--- config.mk ---
export PLATFORM = sky130hd
export DESIGN_NAME = flp_device_flat
export DESIGN_NICKNAME = d
export VERILOG_FILES = /design/src/hw/flp_pkg.sv /design/src/hw/flp_if.sv /design/src/hw/flp_device.sv /design/src/flat_wrapper.sv
export VERILOG_INCLUDE_DIRS = /design/src /design/src/hw
export SDC_FILE = /design/constraint.sdc
export NUM_CORES = 1
export LEC_CHECK = 0
export BUFFER_PORTS_ARGS = -buffer_cell sky130_fd_sc_hd__buf_4
export CAP_MARGIN = 20
export CORE_MARGIN = 10
export CORE_UTILIZATION = 40
export CTS_BUF_LIST = sky130_fd_sc_hd__clkbuf_8
export DETAILED_ROUTE_END_ITERATION = 6
export PLACE_DENSITY = 0.69
export SLEW_MARGIN = 10
export SYNTH_ARGS = -nofsm -noshare
export SYNTH_HDL_FRONTEND = slang
export SYNTH_SLANG_ARGS = --single-unit
--- constraint.sdc ---
create_clock -name clk -period 4.5 [get_ports clk]
set_input_delay 0.225 -clock clk [delete_from_list [all_inputs] [get_ports clk]]
set_output_delay 0.225 -clock clk [all_outputs]
set_load 0.05 [all_outputs]
--- src/hw/flp_cfg.svh ---
/*
 * Numbers of the FIFO level and power register group.
 * Assumes a 200 MHz clock and byte addresses on an 8-bit address bus.
 */
`ifndef FLP_CFG_SVH
`define FLP_CFG_SVH

// ------------
// register offsets
// ------------
`define FLP_ADDR_W         8
`define FLP_OFF_BYTE_TEST  8'h64
`define FLP_OFF_RX_LEVEL   8'h7C
`define FLP_OFF_TX_LEVEL   8'h80
`define FLP_OFF_POWER_CTRL 8'h84

// ------------
// field positions and reset values
// ------------
`define FLP_STAT_MSB       23
`define FLP_STAT_LSB       16
`define FLP_DATA_MSB       15
`define FLP_PS_MSB         13
`define FLP_PS_LSB         12
`define FLP_PHY_SELF_TIMED_RESET_BIT    10
`define FLP_WAKE_FRAME_EVENT_ENABLE_BIT     9
`define FLP_ENERGY_DETECT_EVENT_ENABLE_BIT      8
`define FLP_BUF_KIND_BIT   6
`define FLP_PULSE_BIT      3
`define FLP_POL_BIT        2
`define FLP_OUT_EN_BIT     1
`define FLP_READY_BIT      0
`define FLP_STAT_RESET     8'h00
`define FLP_RX_DATA_RESET  16'h0000
`define FLP_TX_FREE_RESET  16'h1200
`define FLP_DWORD_BYTES    16'h0004
`define FLP_BYTE_TEST_VAL  32'hA5C3_0F96

// ------------
// timing
// ------------
`define FLP_CLK_MHZ        200
`define FLP_PHY_SELF_TIMED_RESET_US     100
`define FLP_PHY_SELF_TIMED_RESET_CYC    (`FLP_PHY_SELF_TIMED_RESET_US * `FLP_CLK_MHZ)
`define FLP_PULSE_MS       50
`define FLP_PULSE_CYC      (`FLP_PULSE_MS * 1000 * `FLP_CLK_MHZ)
`define FLP_READY_CYC      16

`endif

--- src/hw/flp_pkg.sv ---
/*
 * Types of the register group; the power state type is shared by both ends, the host sequencer states are the host's own.
 * Assumes flp_cfg.svh supplies the numbers.
 */
package flp_pkg;
   // power state encoding, natural order gives 00b..11b
   typedef enum logic [1:0] {
      PS_NORMAL,
      PS_WAKE_FRAME,
      PS_ENERGY_DETECT,
      PS_RESERVED
   } flp_power_state_t;

   // host sequencer states
   typedef enum logic [2:0] {
      HS_IDLE,
      HS_PRE_READ,
      HS_PRE_WAIT,
      HS_ISSUE,
      HS_WAIT,
      HS_DONE
   } flp_host_state_t;
endpackage

--- src/hw/flp_if.sv ---
/*
 * Register bus between the host end and the device end.
 * Assumes one clock; read data stand in the cycle after the read strobe.
 */
`timescale 1ns/1ps
`default_nettype none
`include "flp_cfg.svh"

interface flp_if (
   input wire logic clk,
   input wire logic reset_n
);
   logic [`FLP_ADDR_W-1:0] addr;
   logic [31:0]            wdata;
   logic                   wr;
   logic                   rd;
   logic                   txPush;
   logic [31:0]            rdata;

   modport dev (
      input  clk, reset_n, addr, wdata, wr, rd, txPush,
      output rdata
   );
   modport host (
      input  clk, reset_n, rdata,
      output addr, wdata, wr, rd, txPush
   );
endinterface
`default_nettype wire

--- src/hw/flp_device.sv ---
/*
 * Device end: FIFO level and power registers.
 * Assumes one-cycle datapath event pulses and the host end on flp_if.
 */
// The implementer's own choice: the plain strobed port.
`timescale 1ns/1ps
`default_nettype none
`include "flp_cfg.svh"

// Summary of operation
// - rx status used dwords in bits 23-16
// - rx data used bytes in bits 15-0
// - frame length adds, rounded up to dword
// - tx status used dwords in bits 23-16
// - tx data free bytes, reset 1200h
// - host never overfills tx data space; pushes around a tx level read are not deducted from the host credit
// - power control readable in low power
// - writes ignored until first read
// - power state field selects operating mode
// - host never programs reserved state 11b
// - byte test write wakes device
// - host writes nothing else while not ready
// - phy reset self-timed 100us, self-clearing
// - phy reset writes ignored while set
// - wake frame event drives output, interrupt
// - energy event drives output, interrupt
// - buffer kind: open-drain low or push-pull
// - output enable gates pin, not interrupt
// - pulse mode 50ms, else continuous level
// - ready flag set once stable
module flp_device #(
   parameter int unsigned PHY_SELF_TIMED_RESET_CYC = `FLP_PHY_SELF_TIMED_RESET_CYC,
   parameter int unsigned PULSE_CYC   = `FLP_PULSE_CYC,
   parameter int unsigned READY_CYC   = `FLP_READY_CYC
) (
   flp_if.dev                 bus,
   input  wire logic          rxStatusPush,
   input  wire logic          rxStatusPop,
   input  wire logic          rxFrameDone,
   input  wire logic [15:0]   rxFrameLen,
   input  wire logic          rxDataPopDword,
   input  wire logic          txStatusPush,
   input  wire logic          txStatusPop,
   input  wire logic          txDataDrainDword,
   input  wire logic          wakeFrameEvent,
   input  wire logic          energyDetectEvent,
   output logic [1:0]         powerState,
   output logic               deviceReady,
   output logic               phyReset,
   output logic               wakeInterrupt,
   output logic               wakeOutputO,
   output logic               wakeOutputOe
);
   typedef struct packed {
      logic [7:0]  rxStatUsed;
      logic [15:0] rxDataUsed;
      logic [7:0]  txStatUsed;
      logic [15:0] txFree;
      logic [1:0]  pmMode;
      logic        phyRst;
      logic        wolEn;
      logic        edEn;
      logic        bufKind;
      logic        pulseMode;
      logic        polarity;
      logic        outEn;
      logic        ready;
      logic        readSeen;
      logic [31:0] readyCnt;
      logic [31:0] phyCnt;
      logic [31:0] pulseCnt;
      logic        wakeActive;
      logic        pinO;
      logic        pinOe;
      logic [31:0] rdData;
   } flp_dev_s_t;

   flp_dev_s_t s_reg;
   flp_dev_s_t s_next;

   // ------------
   // helpers
   // ------------
   // round a byte count up to a whole dword
   function automatic logic [15:0] round_dword(input logic [15:0] len);
      round_dword = (len + 16'h0003) & 16'hFFFC;
   endfunction

   // counter step for a push and a pop in the same cycle
   function automatic logic [7:0] step8(input logic [7:0] v,
                                         input logic up,
                                         input logic dn);
      step8 = v + {7'h00, up} - {7'h00, dn};
   endfunction

   // read mux; unmapped and reserved bits read as zero
   function automatic logic [31:0] reg_read(input flp_dev_s_t s,
                                            input logic [`FLP_ADDR_W-1:0] a);
      reg_read = 32'h0000_0000;
      if (a == `FLP_OFF_RX_LEVEL) begin
         reg_read[`FLP_STAT_MSB:`FLP_STAT_LSB] = s.rxStatUsed;
         reg_read[`FLP_DATA_MSB:0]             = s.rxDataUsed;
      end else if (a == `FLP_OFF_TX_LEVEL) begin
         reg_read[`FLP_STAT_MSB:`FLP_STAT_LSB] = s.txStatUsed;
         reg_read[`FLP_DATA_MSB:0]             = s.txFree;
      end else if (a == `FLP_OFF_POWER_CTRL) begin
         // no power gating on this path, readable in every state
         reg_read[`FLP_PS_MSB:`FLP_PS_LSB] = s.pmMode;
         reg_read[`FLP_PHY_SELF_TIMED_RESET_BIT]        = s.phyRst;
         reg_read[`FLP_WAKE_FRAME_EVENT_ENABLE_BIT]         = s.wolEn;
         reg_read[`FLP_ENERGY_DETECT_EVENT_ENABLE_BIT]          = s.edEn;
         reg_read[`FLP_BUF_KIND_BIT]       = s.bufKind;
         reg_read[`FLP_PULSE_BIT]          = s.pulseMode;
         reg_read[`FLP_POL_BIT]            = s.polarity;
         reg_read[`FLP_OUT_EN_BIT]         = s.outEn;
         reg_read[`FLP_READY_BIT]          = s.ready;
      end else if (a == `FLP_OFF_BYTE_TEST) begin
         reg_read = `FLP_BYTE_TEST_VAL;
      end
   endfunction

   // ------------
   // next state
   // ------------
   logic lowPower;
   logic wakeWrite;
   logic wrOk;
   logic evt;
   logic asserted;

   always_comb begin
      s_next    = s_reg;
      lowPower  = (s_reg.pmMode != 2'(flp_pkg::PS_NORMAL));
      // byte test write wakes even before the first read
      wakeWrite = bus.wr && lowPower && bus.addr == `FLP_OFF_BYTE_TEST;
      wrOk      = bus.wr && s_reg.readSeen;

      // fifo levels track datapath events
      s_next.rxStatUsed = step8(s_reg.rxStatUsed, rxStatusPush, rxStatusPop);
      s_next.txStatUsed = step8(s_reg.txStatUsed, txStatusPush, txStatusPop);
      s_next.rxDataUsed = s_reg.rxDataUsed
                        + (rxFrameDone ? round_dword(rxFrameLen) : 16'h0000)
                        - (rxDataPopDword ? `FLP_DWORD_BYTES : 16'h0000);
      // free space relies on the host not overfilling it
      s_next.txFree = s_reg.txFree
                    - (bus.txPush ? `FLP_DWORD_BYTES : 16'h0000)
                    + (txDataDrainDword ? `FLP_DWORD_BYTES : 16'h0000);

      // any read arms writes
      if (bus.rd) begin
         s_next.readSeen = 1'b1;
      end
      s_next.rdData = bus.rd ? reg_read(s_reg, bus.addr) : 32'h0000_0000;

      // ready counter; ready only in normal state once the count expires
      if (s_reg.readyCnt != 32'h0) begin
         s_next.readyCnt = s_reg.readyCnt - 32'h1;
      end
      s_next.ready = !lowPower && s_reg.readyCnt == 32'h0;

      // self-timed phy reset
      if (s_reg.phyRst) begin
         if (s_reg.phyCnt <= 32'h1) begin
            s_next.phyRst = 1'b0; // self clear after the hold
            s_next.phyCnt = 32'h0;
         end else begin
            s_next.phyCnt = s_reg.phyCnt - 32'h1;
         end
      end

      if (wakeWrite) begin
         // back to normal; a fresh read and settle period follow
         s_next.pmMode   = 2'(flp_pkg::PS_NORMAL);
         s_next.readSeen = 1'b0;
         s_next.ready    = 1'b0;
         s_next.readyCnt = READY_CYC;
      end else if (wrOk && bus.addr == `FLP_OFF_POWER_CTRL) begin
         s_next.pmMode    = bus.wdata[`FLP_PS_MSB:`FLP_PS_LSB];
         s_next.wolEn     = bus.wdata[`FLP_WAKE_FRAME_EVENT_ENABLE_BIT];
         s_next.edEn      = bus.wdata[`FLP_ENERGY_DETECT_EVENT_ENABLE_BIT];
         s_next.bufKind   = bus.wdata[`FLP_BUF_KIND_BIT];
         s_next.pulseMode = bus.wdata[`FLP_PULSE_BIT];
         s_next.polarity  = bus.wdata[`FLP_POL_BIT];
         s_next.outEn     = bus.wdata[`FLP_OUT_EN_BIT];
         // a low power entry drops ready at once
         if (bus.wdata[`FLP_PS_MSB:`FLP_PS_LSB] != 2'(flp_pkg::PS_NORMAL)) begin
            s_next.ready = 1'b0;
         end
         // writes while set are ignored
         if (!s_reg.phyRst && bus.wdata[`FLP_PHY_SELF_TIMED_RESET_BIT]) begin
            s_next.phyRst = 1'b1;
            s_next.phyCnt = PHY_SELF_TIMED_RESET_CYC; // hold for the full minimum
         end
      end

      // wake events; the new enables gate them, so clearing the enables wins over a set
      evt = (wakeFrameEvent && s_next.wolEn) ||
            (energyDetectEvent && s_next.edEn);
      if (!s_next.wolEn && !s_next.edEn) begin
         s_next.wakeActive = 1'b0;
      end
      if (evt) begin
         s_next.wakeActive = 1'b1;
      end
      if (evt && s_next.pulseMode) begin
         s_next.pulseCnt = PULSE_CYC; // one pulse per event
      end else if (s_reg.pulseCnt != 32'h0) begin
         s_next.pulseCnt = s_reg.pulseCnt - 32'h1;
      end
      if (!s_next.wakeActive) begin
         s_next.pulseCnt = 32'h0;
      end

      // pulse or continuous level
      asserted = s_next.pulseMode ? (s_next.pulseCnt != 32'h0) : s_next.wakeActive;
      if (!s_next.outEn) begin
         s_next.pinO  = 1'b0;  // pin released while disabled
         s_next.pinOe = 1'b0;
      end else if (!s_next.bufKind) begin
         s_next.pinO  = 1'b0;  // open drain, active low, polarity ignored
         s_next.pinOe = asserted;
      end else begin
         s_next.pinO  = s_next.polarity ? asserted : !asserted; // push-pull
         s_next.pinOe = 1'b1;
      end
   end

   // ------------
   // state register
   // ------------
   always_ff @(posedge bus.clk) begin
      if (!bus.reset_n) begin
         s_reg            <= '0;
         s_reg.rxStatUsed <= `FLP_STAT_RESET;
         s_reg.rxDataUsed <= `FLP_RX_DATA_RESET;
         s_reg.txStatUsed <= `FLP_STAT_RESET;
         s_reg.txFree     <= `FLP_TX_FREE_RESET;
         s_reg.readyCnt   <= READY_CYC;
      end else begin
         s_reg <= s_next;
      end
   end

   // outputs straight from the state register
   assign bus.rdata     = s_reg.rdData;
   assign powerState    = s_reg.pmMode;
   assign deviceReady   = s_reg.ready;
   assign phyReset      = s_reg.phyRst;
   assign wakeInterrupt = s_reg.wakeActive; // not gated by output enable
   assign wakeOutputO   = s_reg.pinO;
   assign wakeOutputOe  = s_reg.pinOe;
endmodule
`default_nettype wire

--- src/flat_wrapper.sv ---
// flat-port wrapper written by rule: the top's interface ports become plain ports
module flp_device_flat 
#(
   parameter int unsigned PHY_SELF_TIMED_RESET_CYC = `FLP_PHY_SELF_TIMED_RESET_CYC,
   parameter int unsigned PULSE_CYC   = `FLP_PULSE_CYC,
   parameter int unsigned READY_CYC   = `FLP_READY_CYC
)
  (rxStatusPush, rxStatusPop, rxFrameDone, rxFrameLen, rxDataPopDword, txStatusPush, txStatusPop, txDataDrainDword, wakeFrameEvent, energyDetectEvent, powerState, deviceReady, phyReset, wakeInterrupt, wakeOutputO, wakeOutputOe, clk, reset_n, bus_addr, bus_wdata, bus_wr, bus_rd, bus_txPush, bus_rdata);
  flp_if bus_i (.clk(clk), .reset_n(reset_n));
  input  wire logic rxStatusPush;
  input  wire logic rxStatusPop;
  input  wire logic rxFrameDone;
  input  wire logic [15:0] rxFrameLen;
  input  wire logic rxDataPopDword;
  input  wire logic txStatusPush;
  input  wire logic txStatusPop;
  input  wire logic txDataDrainDword;
  input  wire logic wakeFrameEvent;
  input  wire logic energyDetectEvent;
  output logic [1:0] powerState;
  output logic deviceReady;
  output logic phyReset;
  output logic wakeInterrupt;
  output logic wakeOutputO;
  output logic wakeOutputOe;
  input wire logic clk;
  input wire logic reset_n;
  input wire logic [$bits(bus_i.addr)-1:0] bus_addr;
  input wire logic [$bits(bus_i.wdata)-1:0] bus_wdata;
  input wire logic [$bits(bus_i.wr)-1:0] bus_wr;
  input wire logic [$bits(bus_i.rd)-1:0] bus_rd;
  input wire logic [$bits(bus_i.txPush)-1:0] bus_txPush;
  output wire logic [$bits(bus_i.rdata)-1:0] bus_rdata;
  assign bus_i.addr = bus_addr;
  assign bus_i.wdata = bus_wdata;
  assign bus_i.wr = bus_wr;
  assign bus_i.rd = bus_rd;
  assign bus_i.txPush = bus_txPush;
  assign bus_rdata = bus_i.rdata;
  flp_device #(.PHY_SELF_TIMED_RESET_CYC(PHY_SELF_TIMED_RESET_CYC), .PULSE_CYC(PULSE_CYC), .READY_CYC(READY_CYC)) u_core (.bus(bus_i), .rxStatusPush(rxStatusPush), .rxStatusPop(rxStatusPop), .rxFrameDone(rxFrameDone), .rxFrameLen(rxFrameLen), .rxDataPopDword(rxDataPopDword), .txStatusPush(txStatusPush), .txStatusPop(txStatusPop), .txDataDrainDword(txDataDrainDword), .wakeFrameEvent(wakeFrameEvent), .energyDetectEvent(energyDetectEvent), .powerState(powerState), .deviceReady(deviceReady), .phyReset(phyReset), .wakeInterrupt(wakeInterrupt), .wakeOutputO(wakeOutputO), .wakeOutputOe(wakeOutputOe));
endmodule
==> results_dict.tcl <==
set metrics [dict create \
    synth_flop_cell "dfxtp_1" \
    period_share_pct 85.0 \
    p_seq_share_pct 36.3 \
    die_h_um 178 \
    switchingPower_mw 2.09 \
    slew_headroom_pct 29.8 \
    path_max_fanout 9 \
    synth_common_cells "dfxtp_1 (179), nor2_1 (151), inv_1 (99)" \
    clk_pin_slew_ps 110 \
    p_sw_share_pct 37.7 \
    total_power_mw 5.54 \
    fillers 2402 \
    post_drt_via_cell_ratio 5.07 \
    yosysWarnings 0 \
    root_buffer "clkbuf_8" \
    worst_pin_slew_ps 1050 \
    fin_skew_ps 21.9 \
    startpoint_type "flip-flop" \
    largest_reg_flops 147 \
    multiInputGateArea_mm2 0.00570 \
    die_area_mm2 0.0318 \
    hold_path_class "in -> reg" \
    crit_required_ps 4870 \
    post_cts_resized 0 \
    ys_async_sr_fraction_pct 0 \
    drive_gt1_share_pct 11.8 \
    final_net_count 1384 \
    clock.fmax_ghz 0.262 \
    pin_count 109 \
    p_per_area_mw_per_mm2 498 \
    slew_violations 0 \
    grt_pass1_wl_um 37000 \
    die_w_um 178 \
    initial_core_util_pct 41.0 \
    syn_area_mm2 0.0100 \
    clk_path_buf_depth 2 \
    p_leak_nw 4.73 \
    grt_max_degree 39 \
    wirelength_um 22700 \
    gr-total-overflow 0 \
    drc 0 \
    synth.distinct_cells 75 \
    critPathMaxStageDelay_ps 700 \
    wl_per_cell_um 14.3 \
    io_buffers 81 \
    grt_pass1_vias 7600 \
    synth_top_area_share_pct 35.7 \
    synth_edf_count 0 \
    cts_setup_buffers 0 \
    p_int_mw 3.46 \
    setup-violations-final 0 \
    path_class "reg -> reg" \
    power_frac_clock_pct 19.7 \
    drt_iter0_drc 421 \
    via_count 8046 \
    rsz0062_at_grt "no" \
    yosys-top-cells-area "dfxtp_1 (36%), ha_1 (7.4%), nor2_1 (5.7%)" \
    synth_most_common_cell "dfxtp_1" \
    critPathTopFamily "simple AND/OR/NAND/NOR gates" \
    cts_buffers 17 \
    antennaDiodeCount 0 \
    worst_path_max_delay_cell "or4_1" \
    row_count 57 \
    vdd_ir_drop_max_mv 0.237 \
    period_minus_slack_ps 3820 \
    finalSetupTns_ps 0 \
    syn2layout_area_growth_pct 11.0 \
    path_buf_inv 1 \
    comb_power_share_pct 44.0 \
    synthCells 1204 \
    cts_tree "built" \
    ant_nets 0 \
    antenna_found_initial 0 \
    clkLatencyLatePin_ps 480 \
    outcome "completed" \
    seq_area_mm2 0.00358 \
    ys_seq_area_share_pct 35.7 \
    clock-sinks 179 \
    track_usage_pct 14.2 \
    cts_max_level 4 \
    ys_ff_latch 179 \
    synth_area_leader_cell "dfxtp_1" \
    cts_hold_buf 1 \
    place_congestion 0.875 \
    coreArea_mm2 0.0245 \
    drt_first_pass_iters 5 \
    synth.avg_cell_area_um2 8.33 \
    path_cells "inv_1 > ha_1 > or2b_2 > or4_1 > or3_1 > o21a_1 > nor4_2 > nand4_1 > o41a_1 > a211oi_2 > mux2_1" \
    cp-end-kind "flip-flop" \
    hold_viol 0 \
    dp_hpwl_um 17100 \
    drv_cap 0 \
    worstPathArrival_ps 4190 \
]
-- final timing paths --
check                                       start              endpoint  slack [ps]  depth (start not counted)
worst max-delay path             u_core.s_reg[35]    u_core.wakeOutputO         680                         11
worst min-delay path                bus_wdata[12]  u_core.powerState[0]          20                          3
worst max register to register   u_core.s_reg[35]    u_core.wakeOutputO         680                         11
worst min register to register  u_core.s_reg[106]     u_core.s_reg[106]         460                          2
-- metal layers --
| layer | global-route usage [%] | vias to the layer above | routed length (um) |
|---|---|---|---|
| met2 | 23.8 | 143 | 10800 |
| li1 | - | 4158 | - |
| met3 | 2.60 | 24 | 870 |
| met4 | 4.86 | 0 | 401 |
| met5 | 0 | - | 0 |
| met1 | 18.0 | 3721 | 10600 |
-- logic make-up after synthesis --
logic type                 after synthesis  synth area share (%)
and+or+nand+nor                        483                  25.0
AOI/OAI and AO/OA                      189                  12.2
DFF                                    179                  35.7
buffers and inverters                  166                  7.69
xor gates and xnor gates               108                  9.43
adders and majority gates               65                  8.56
muxes                                   13                  1.34
other                                    1                0.0374
-- layout by cell type, fill, tap and decap left out, drive strengths merged, types with 16 or more instances in the layout --
cell    count
nor4       24
nand3      18
clkbuf     19
nor2b      16
a21oi      67
buf        88
xnor2      58
xor2       50
ha         59
nor2      151
nor3       43
and2       38
inv       105
nand2      74
o21ai      36
or3        27
nand2b     19
dfxtp     179
-- stage by stage --
stage	hold WS, ps	worst slack (ps)	utilization [%]	area, um2	cells
3_3_place_gp	451	767	43.8	10700	1552
3_5_place_dp	448	730	43.8	10700	1552
6_report	17.3	677	45.5	11100	1586
2_1_floorplan	341	1150	-	10000	1207
5_1_grt	18.1	518	45.5	11100	1586
4_1_cts	2.96	687	45.5	11100	1585
-- tightest hold or removal path: stages --
cell,delay (ps)
buf_4,90
mux2i_1,60
nor2_1,70
-- area by class of cell --
class,instances,share of cell area [%]
Multi-Input combinational cell,862,51.2
Clock buffer,19,2.35
Tap cell,324,3.64
Timing Repair Buffer,90,6.11
Sequential cell,179,32.2
Clock inverter,13,1.14
Inverter,99,3.34
-- power groups by stage --
stage	sequential, mW	combinational (mW)	clock, mW
after global placement	2.04	2.35	0
after detailed placement	2.04	2.42	0
after floorplan	2.00	2.02	0
after global routing	2.04	2.80	1.18
final	2.01	2.44	1.09
after CTS	2.01	2.44	1.12
(Power assumes the default switching activity.)
